--- src/hdl/fp_status_pkg.sv ---
/*
 fp status and context register block: shared constants and types.
 assumes both ends run on pclk with presetn, 200 MHz.
*/
package fp_status_pkg;
	localparam int unsigned data_w = 32;
	localparam int unsigned addr_w = 8;
	// apb offsets
	localparam logic [7:0] off_ctrl = 8'h00;
	localparam logic [7:0] off_status = 8'h04;
	localparam logic [7:0] off_context_address = 8'h08;
	localparam logic [7:0] off_default_status = 8'h0c;
	localparam logic [7:0] off_fpscr = 8'h10;
	localparam logic [7:0] off_irq_status = 8'h14;
	localparam logic [7:0] off_irq_mask = 8'h18;
	localparam logic [7:0] off_event = 8'h1c;
	localparam logic [31:0] reset_zero = 32'h0000_0000;
	localparam logic [31:0] addr_keep = 32'hffff_fff8;
	localparam logic [31:0] dflt_keep = 32'h07c0_0000;
	localparam logic [31:0] fpscr_keep = 32'hf7c0_009f;
	localparam logic [31:0] flag_keep = 32'h0000_009f;
	localparam logic [31:0] no_mask_flags = 32'h0000_008f;
	localparam int unsigned bit_n = 31;
	localparam int unsigned bit_z = 30;
	localparam int unsigned bit_c = 29;
	localparam int unsigned bit_v = 28;
	localparam int unsigned bit_ahp = 26;
	localparam int unsigned bit_dn = 25;
	localparam int unsigned bit_fz = 24;
	localparam int unsigned bit_rm_hi = 23;
	localparam int unsigned bit_rm_lo = 22;
	localparam int unsigned bit_ixc = 4;
	// ctrl register fields
	localparam int unsigned ctl_coproc_ten_access_lo = 20;
	localparam int unsigned ctl_coproc_eleven_access_lo = 22;
	localparam int unsigned ctl_lazy = 30;
	localparam int unsigned ctl_auto = 31;
	localparam int unsigned ctl_permask = 0;
	localparam logic [1:0] access_full = 2'h3;
	// irq layout: bit0 unit enable event
	localparam int unsigned irq_flag = 0;
	typedef enum logic [1:0] {cmp_eq, cmp_lt, cmp_gt, cmp_un} cmp_t;
	typedef enum logic [1:0] {rnd_near, rnd_plus, rnd_minus, rnd_zero} round_t;
	localparam logic [3:0] nzcv_eq = 4'h6;
	localparam logic [3:0] nzcv_lt = 4'h8;
	localparam logic [3:0] nzcv_gt = 4'h2;
	localparam logic [3:0] nzcv_un = 4'h3;
endpackage

--- src/hdl/fp_link_if.sv ---
/*
 interface between the fp register block and its core-side controller.
 assumes one clock, pclk, shared by both ends.
*/
`timescale 1ns/1ps
interface fp_link_if;
	logic cmp_valid;
	logic [1:0] cmp_result;
	logic [7:0] exc_flags;
	logic exc_valid;
	logic xfer_wr;
	logic xfer_rd;
	logic [31:0] xfer_wdata;
	logic [31:0] xfer_rdata;
	logic fp_enabled;
	logic [31:0] status_word;
	modport device (
		input cmp_valid, cmp_result, exc_flags, exc_valid, xfer_wr, xfer_rd, xfer_wdata,
		output xfer_rdata, fp_enabled, status_word
	);
	modport core (
		output cmp_valid, cmp_result, exc_flags, exc_valid, xfer_wr, xfer_rd, xfer_wdata,
		input xfer_rdata, fp_enabled, status_word
	);
endinterface

--- src/hdl/fp_status_regs.sv ---
/*
 device end: status/control, default status held at reset zero, context address, flag irq.
 assumes the core end drives the link on pclk; reached by the link, except the context address, which frame_alloc loads from frame_addr.
*/
// The APB register port was chosen for this implementation.
`timescale 1ns/1ps
module fp_status_regs (
	// clock and reset
	input wire logic pclk,
	input wire logic presetn,
	input wire logic clk_en,
	// link to core
	fp_link_if.device link,
	// context control from core
	input wire logic lazy_save_enable,
	input wire logic auto_save_enable,
	input wire logic per_flag_masks,
	input wire logic [1:0] coproc_ten_access,
	input wire logic [1:0] coproc_eleven_access,
	// frame allocation
	input wire logic frame_alloc,
	input wire logic [31:0] frame_addr,
	// decoded controls
	output logic alt_half_precision,
	output logic default_nan_mode,
	output logic flush_to_zero,
	output fp_status_pkg::round_t rounding_select,
	// flag interrupt
	input wire logic [7:0] system_config_block,
	output logic fp_irq
);
	import fp_status_pkg::*;
	logic [31:0] fpscr_q, fpscr_d;
	logic [31:0] context_address_q;
	logic [31:0] default_status_q;
	logic [7:0] sticky_set;
	logic [3:0] nzcv;
	logic [7:0] irq_mask;
	wire enabled_w = (coproc_ten_access == access_full) && (coproc_eleven_access == access_full);
	wire save_mode_w = lazy_save_enable | auto_save_enable;
	wire any_save_rd_w = link.xfer_rd && save_mode_w;
	always_comb
	begin
		case (link.cmp_result)
			cmp_eq: nzcv = nzcv_eq;
			cmp_lt: nzcv = nzcv_lt;
			cmp_gt: nzcv = nzcv_gt;
			cmp_un: nzcv = nzcv_un;
			default: nzcv = nzcv_un;
		endcase
	end
	assign sticky_set = link.exc_valid ? (link.exc_flags & flag_keep[7:0]) : 8'h00;
	always_comb
	begin
		fpscr_d = fpscr_q;
		if (link.xfer_wr)
			fpscr_d = link.xfer_wdata & fpscr_keep;
		if (any_save_rd_w)
			fpscr_d = fpscr_d & ~flag_keep;
		if (link.cmp_valid && enabled_w)
			fpscr_d[bit_n:bit_v] = nzcv;
		if (enabled_w)
			fpscr_d[7:0] = fpscr_d[7:0] | sticky_set;
	end
	always_ff @(posedge pclk or negedge presetn)
	begin
		if (!presetn)
			fpscr_q <= reset_zero;
		else if (clk_en)
			fpscr_q <= fpscr_d;
	end
	always_ff @(posedge pclk or negedge presetn)
	begin
		if (!presetn)
			context_address_q <= reset_zero;
		else if (clk_en && frame_alloc)
			context_address_q <= frame_addr & addr_keep;
	end
	always_ff @(posedge pclk or negedge presetn)
	begin
		if (!presetn)
			default_status_q <= reset_zero;
		else if (clk_en && frame_alloc)
			default_status_q <= default_status_q;
	end
	assign alt_half_precision = fpscr_q[bit_ahp];
	assign default_nan_mode = fpscr_q[bit_dn];
	assign flush_to_zero = fpscr_q[bit_fz];
	assign rounding_select = round_t'(fpscr_q[bit_rm_hi:bit_rm_lo]);
	// per flag mask or inexact dropped
	assign irq_mask = per_flag_masks ? system_config_block : (no_mask_flags[7:0]);
	assign fp_irq = |(fpscr_q[7:0] & irq_mask & flag_keep[7:0]);
	assign link.fp_enabled = enabled_w;
	assign link.xfer_rdata = fpscr_q;
	assign link.status_word = {context_address_q[31:3], 3'h0} ^ default_status_q ^ default_status_q;
endmodule

--- src/flat_wrapper.sv ---
// flat-port wrapper written by rule: the top's interface ports become plain ports
module fp_status_regs_flat import fp_status_pkg::*;
  (pclk, presetn, clk_en, lazy_save_enable, auto_save_enable, per_flag_masks, coproc_ten_access, coproc_eleven_access, frame_alloc, frame_addr, alt_half_precision, default_nan_mode, flush_to_zero, rounding_select, system_config_block, fp_irq, link_cmp_valid, link_cmp_result, link_exc_flags, link_exc_valid, link_xfer_wr, link_xfer_rd, link_xfer_wdata, link_xfer_rdata, link_fp_enabled, link_status_word);
  fp_link_if link_i ();
  input wire logic pclk;
  input wire logic presetn;
  input wire logic clk_en;
  input wire logic lazy_save_enable;
  input wire logic auto_save_enable;
  input wire logic per_flag_masks;
  input wire logic [1:0] coproc_ten_access;
  input wire logic [1:0] coproc_eleven_access;
  input wire logic frame_alloc;
  input wire logic [31:0] frame_addr;
  output logic alt_half_precision;
  output logic default_nan_mode;
  output logic flush_to_zero;
  output fp_status_pkg::round_t rounding_select;
  input wire logic [7:0] system_config_block;
  output logic fp_irq;
  input wire logic [$bits(link_i.cmp_valid)-1:0] link_cmp_valid;
  input wire logic [$bits(link_i.cmp_result)-1:0] link_cmp_result;
  input wire logic [$bits(link_i.exc_flags)-1:0] link_exc_flags;
  input wire logic [$bits(link_i.exc_valid)-1:0] link_exc_valid;
  input wire logic [$bits(link_i.xfer_wr)-1:0] link_xfer_wr;
  input wire logic [$bits(link_i.xfer_rd)-1:0] link_xfer_rd;
  input wire logic [$bits(link_i.xfer_wdata)-1:0] link_xfer_wdata;
  output wire logic [$bits(link_i.xfer_rdata)-1:0] link_xfer_rdata;
  output wire logic [$bits(link_i.fp_enabled)-1:0] link_fp_enabled;
  output wire logic [$bits(link_i.status_word)-1:0] link_status_word;
  assign link_i.cmp_valid = link_cmp_valid;
  assign link_i.cmp_result = link_cmp_result;
  assign link_i.exc_flags = link_exc_flags;
  assign link_i.exc_valid = link_exc_valid;
  assign link_i.xfer_wr = link_xfer_wr;
  assign link_i.xfer_rd = link_xfer_rd;
  assign link_i.xfer_wdata = link_xfer_wdata;
  assign link_xfer_rdata = link_i.xfer_rdata;
  assign link_fp_enabled = link_i.fp_enabled;
  assign link_status_word = link_i.status_word;
  fp_status_regs u_core (.pclk(pclk), .presetn(presetn), .clk_en(clk_en), .link(link_i), .lazy_save_enable(lazy_save_enable), .auto_save_enable(auto_save_enable), .per_flag_masks(per_flag_masks), .coproc_ten_access(coproc_ten_access), .coproc_eleven_access(coproc_eleven_access), .frame_alloc(frame_alloc), .frame_addr(frame_addr), .alt_half_precision(alt_half_precision), .default_nan_mode(default_nan_mode), .flush_to_zero(flush_to_zero), .rounding_select(rounding_select), .system_config_block(system_config_block), .fp_irq(fp_irq));
endmodule
--- config.mk ---
export PLATFORM = sky130hd
export DESIGN_NAME = fp_status_regs_flat
export DESIGN_NICKNAME = d
export VERILOG_FILES = /design/src/hdl/fp_status_pkg.sv /design/src/hdl/fp_link_if.sv /design/src/hdl/fp_status_regs.sv /design/src/flat_wrapper.sv
export SDC_FILE = /design/constraint.sdc
export NUM_CORES = 1
export LEC_CHECK = 0
export ABC_CLOCK_PERIOD_IN_PS = 800
export BUFFER_PORTS_ARGS = -buffer_cell sky130_fd_sc_hd__clkbuf_2
export CORE_MARGIN = 3
export CORE_UTILIZATION = 35
export CTS_CLUSTER_SIZE = 12
export DETAILED_ROUTE_END_ITERATION = 10
export HOLD_SLACK_MARGIN = 0.12
export PLACE_DENSITY = 0.84
export SLEW_MARGIN = 20
export SYNTH_ARGS = -nofsm -noshare
export SYNTH_HDL_FRONTEND = slang
export SYNTH_SLANG_ARGS = --single-unit
--- constraint.sdc ---
create_clock -name pclk -period 0.8 [get_ports pclk]
set_input_delay 0.12 -clock pclk [delete_from_list [all_inputs] [get_ports pclk]]
set_output_delay 0.12 -clock pclk [all_outputs]
set_load 0.02 [all_outputs]
Yosys cells after proc, flatten, opt, wreduce, memory -nomap -nowiden
Index checks and enable logic that the tools add are counted.

storage, ports and cells
  register bits after elaboration = 61
  input bits = 97
  output and inout port bits = 71
  logic and storage cells = 23

operators by class
  eq/ne operators = 5
  mux-type cells = 7
  bitwise operators = 3
  reduce and logical (&&, ||, !) cells = 6

operators with widths
  cell                number
  $mux 32             1
  $mux 8              4
  $pmux 4 s4          1
  $and 8x8->8         1
  $eq 2x2->1 const B  4
  $or 8x8->8          1
  $reduce_or 6->1     1
  $logic_and 1x1->1   4
  $mux 4              1
  $eq 2x1->1 const B  1
  $logic_not 2->1     1
  $or 1x1->1          1

Longest topological paths before layout
  depth in word-level cells = 5
  mapped depth = 5

Worst setup path after synthesis
OpenSTA, ideal clock, no wires.

  path type = input-to-reg
  start point = input port coproc_eleven_access[1]
  end point = register u_core.fpscr_q[0], in the netlist u_core.link.xfer_rdata[0]
  arrival time = 916 ps
  required time = 674 ps
  path slack = -242 ps
  stages on the path = 5
  cell sequence = nand4_2 inv_2 and3_1 buf_2 a221o_1

on the way
  word-level cells in the longest chain between the ends = 3

RTL lines
  item                  line                  text
  start, declared       flat_wrapper.sv:12    input wire logic [1:0] coproc_eleven_access;
  $eq 2x2->1            fp_status_regs.sv:39  wire enabled_w = (coproc_ten_access == access_full) && (coproc_eleven_access == access_full);
  $logic_and 1x1->1     fp_status_regs.sv:39
  net link_fp_enabled   flat_wrapper.sv:29    output wire logic [$bits(link_i.fp_enabled)-1:0] link_fp_enabled;
  $mux 8                fp_status_regs.sv:62  if (enabled_w)
  end signal, assigned  fp_status_regs.sv:68  fpscr_q <= reset_zero;
  end signal, assigned  fp_status_regs.sv:70  fpscr_q <= fpscr_d;
  end, declared         fp_status_regs.sv:33  logic [31:0] fpscr_q, fpscr_d;

The timed path passes the listed nets, and every way through them passes these cells.
A chain may end at the register's enable or synchronous reset.

Worst setup path in the final report
  start point = register u_core.fpscr_q[7], in the netlist u_core.link.xfer_rdata[7]
  end point = output port fp_irq

on the way
  word-level cells in the longest chain between the ends = 2

RTL lines
  item             line                  text
  $and 8x8->8      fp_status_regs.sv:92  assign fp_irq = |(fpscr_q[7:0] & irq_mask & flag_keep[7:0]);
  $reduce_or 6->1  fp_status_regs.sv:92
  end, declared    flat_wrapper.sv:20    output logic fp_irq;

No other way between the ends.

==> flow_summary_export.csv <==
group,metric,value,unit
grt,use_met3,4.34,%
clock_network,insertion_delay,0.29,ns
placed_design,place.port_buffers,123,
floorplan,die_h,82.7,um
grt,grtUsageMet2,29.6,%
routing,first_pass_iters,4,
clock_network,ctsHoldBuffers,10,
sta,fin_ws,-0.503,ns
worst_setup_path,worstSetupPathType,"flip-flop to output pin",
grt,top_usage_layer,"met2",
synth,synth_area_leaders,"dfrtp_1 53%, mux2_2 16%, buf_4 9.1%",
power,ir_drop,0.00107,V
sta,clock_skew,0,ns
synth,ys_seq_elements,44,
routing,wl,6130,um
routing,vias_per_cell,4.60,
final_layout,nNetsFinal,427,
placed_design,dpl.hpwl,4090,um
floorplan,rows,27,
clock_network,cts-buffers-inserted,5,
routing,wire_per_inst,15.2,um
worst_setup_path,path_buf_inv,1,
floorplan,die_area,6840,sq um
power,total_power,7.11,mW
synth,synth_top_area_share,53.5,%
min_path,hp-start,"frame_addr[24]",
final_layout,areaGrowthSynthToFinish,76.7,%
grt,antenna_found_initial,0,
min_path,hp-class,"primary input to flip-flop",
final_layout,drive_gt1_share,63.4,%
clock_network,cts.sinks,44,
worst_setup_path,reg2regPathDepth,3,
power,power.leakage,1.91,nW
outcome,violations,"setup timing",
sta,whs,0.0463,ns
placed_design,globalplace.congestion,0.724,
outcome,status,"finished, violations left",
routing,drtAntennaViolNets,0,
sta,drv_slew,0,
floorplan,core_area,5610,sq um
synth,synth_top_flop_cell,"dfrtp_1",
worst_setup_path,cp_num_cells,3,
clock_network,clockRootBuffer,"clkbuf_8",
sta,min_period,1.30,ns
min_path,holdPathEnd,"u_core.context_address_q[24]",
power,power.density,1950,nW/um^2
synth,yosysMostFrequentCell,"dfrtp_1",
worst_setup_path,rr_startpoint,"u_core.link.xfer_rdata[2]",
job,drv_cap,0,
final_layout,diodes,0,
clock_network,clk_pin_slew,0.09,ns
synth,yosys_warnings,0,
sta,totalNegativeSetupSlack,-11.49,ns
synth,netlist_instances,169,
worst_setup_path,reg2reg_slack,-0.25,ns
clock_network,h-tree-depth,2,
worst_setup_path,slowest_delay,0.43,ns
worst_setup_path,endpoint_kind,"output pin",
floorplan,io_pins,168,
min_path,hold_depth,2,
sta,setup_viol,69,
worst_setup_path,rr_endpoint,"u_core.link.xfer_rdata[2]",
synth,synth_enable_flop_cells,0,
grt,gr-total-overflow,0,
worst_setup_path,crit_arrival,1.18,ns
sta,fmax,0.767,GHz
synth,ys_types,26,
floorplan,initial_core_util,36.7,%
synth,synth_area_per_cell,12.2,sq um
worst_setup_path,slowest_stage,"dfrtp_2",
sta,finalHoldViolCount,0,
synth,synth_common_cells,"44 x dfrtp_1, 29 x mux2_2, 25 x buf_4",
worst_setup_path,crit_family,"flip-flops",
grt,grt.met1_usage,16.0,%
grt,grt_max_degree,45,
clock_network,cts_buffer_depth,2,
floorplan,die_x,82.7,um
routing,drt_iter0_markers,50,
placed_design,post-place-ws,-0.307,ns
synth,synthArstFlopShare,100,%
synth,yosysTopAreaCell,"dfrtp_1",
routing,dr_total_vias,1855,
worst_setup_path,startpoint_type,"flip-flop",
synth,syn_area,2060,sq um
worst_setup_path,cp.required,0.68,ns
sta,rsz0062_at_grt,"yes",
synth,yosysSeqAreaShare,53.5,%
routing,drc,0,
worst_setup_path,worst-path-max-fanout,2,
worst_setup_path,path_cells,"a22oi_2 > nand4_1 > clkbuf_8",
clock_network,cts_tree,"yes",
grt,grt_use_total,15.3,%
sta,finalCritPeriodShare,163,%
grt,grt_pass1_wl,7850,um
grt,grt_pass1_vias,1716,
## metal layers
metal | vias to the layer above | share of wire [%] | wire [um]
met5 | - | 0 | 0
met3 | 10 | 8.7 | 535
met4 | 0 | 1.3 | 82
met1 | 880 | 36 | 2210
li1 | 870 | - | -
met2 | 95 | 54 | 3300
## cell usage in the layout, fill, tap and decap left out
master,instances
a211o_1,2
a21oi_1,3
a221o_1,8
a22oi_2,2
a31oi_2,1
and2_4,1
and3_1,2
and3_4,5
and4_1,1
buf_12,2
buf_2,2
buf_4,23
buf_6,42
buf_8,7
bufinv_16,1
clkbuf_16,1
clkbuf_2,68
clkbuf_8,17
clkinv_4,2
conb_1,20
dfrtp_1,40
dfrtp_2,4
dlygate4sd3_1,9
inv_1,3
inv_4,1
mux2_2,13
mux2_4,16
nand2_1,17
nand2_4,1
nand2b_1,5
nand3_1,3
nand4_1,1
nand4_4,1
nor3_1,1
nor4_1,2
o21a_1,1
o21ai_0,2
o21ai_1,1
## worst max-delay path by stage
stage	startpoint	to
global route	u_core.link.xfer_rdata[7]	fp_irq
detailed placement	clk_en	u_core.context_address_q[14]
CTS	u_core.link.xfer_rdata[1]	fp_irq
global placement	auto_save_enable	u_core.link.xfer_rdata[3]
floorplan	clk_en	u_core.context_address_q[21]
finish	u_core.link.xfer_rdata[7]	fp_irq
## state kept, by name, summed over array words and instances, names as in the netlist
signal,flops
u_core.link.xfer_rdata,15
u_core.context_address_q,29
## power by group
part / total [mW] / switching [mW] / internal (mW)
clock network: 1.72 / 0.783 / 0.941
registers: 2.80 / 0.263 / 2.54
logic: 2.58 / 1.10 / 1.48
total: 7.11 / 2.15 / 4.96
## cell families (layout without fill, tap and decap cells)
| family | after synthesis | in the layout | share of synthesized area (%) |
|---|---|---|---|
| flops | 44 | 44 | 53.5 |
| mux | 29 | 29 | 15.9 |
| other cells | 1 | 20 | 0.182 |
| buf+inv | 35 | 178 | 12.5 |
| simple gates | 40 | 40 | 10.4 |
| compound gates | 20 | 20 | 7.59 |
## repair_timing
| item | CTS | global route |
|---|---|---|
| hold endpoints to repair | 86 | 34 |
| pin swaps | 3 | 4 |
| endpoints found under the setup margin | 59 | 84 |
| gates resized for setup | 47 | 115 |
| buffers inserted | 10 | 8 |
| cloned | 0 | 1 |
## through the flow
| step | instance area, sq um | utilization (%) | std cells |
|---|---|---|---|
| global route | 3640 | 64.9 | 403 |
| CTS | 3330 | 59.4 | 398 |
| global placement | 2830 | 50.5 | 370 |
| detailed placement | 2830 | 50.5 | 370 |
| finish | 3640 | 64.9 | 403 |
| floorplan | 2220 | - | 188 |
## final cells by class
cell class,instances,area [sq um]
clock inverters,3,47.5
multi-input cells,109,887
flip-flops and latches,44,1110
inverters,4,17.5
fillers,430,1970
repair buffers,166,1420
clock buffers,5,68.8
well taps,72,90.1
Power figures use the tool's default switching activity.
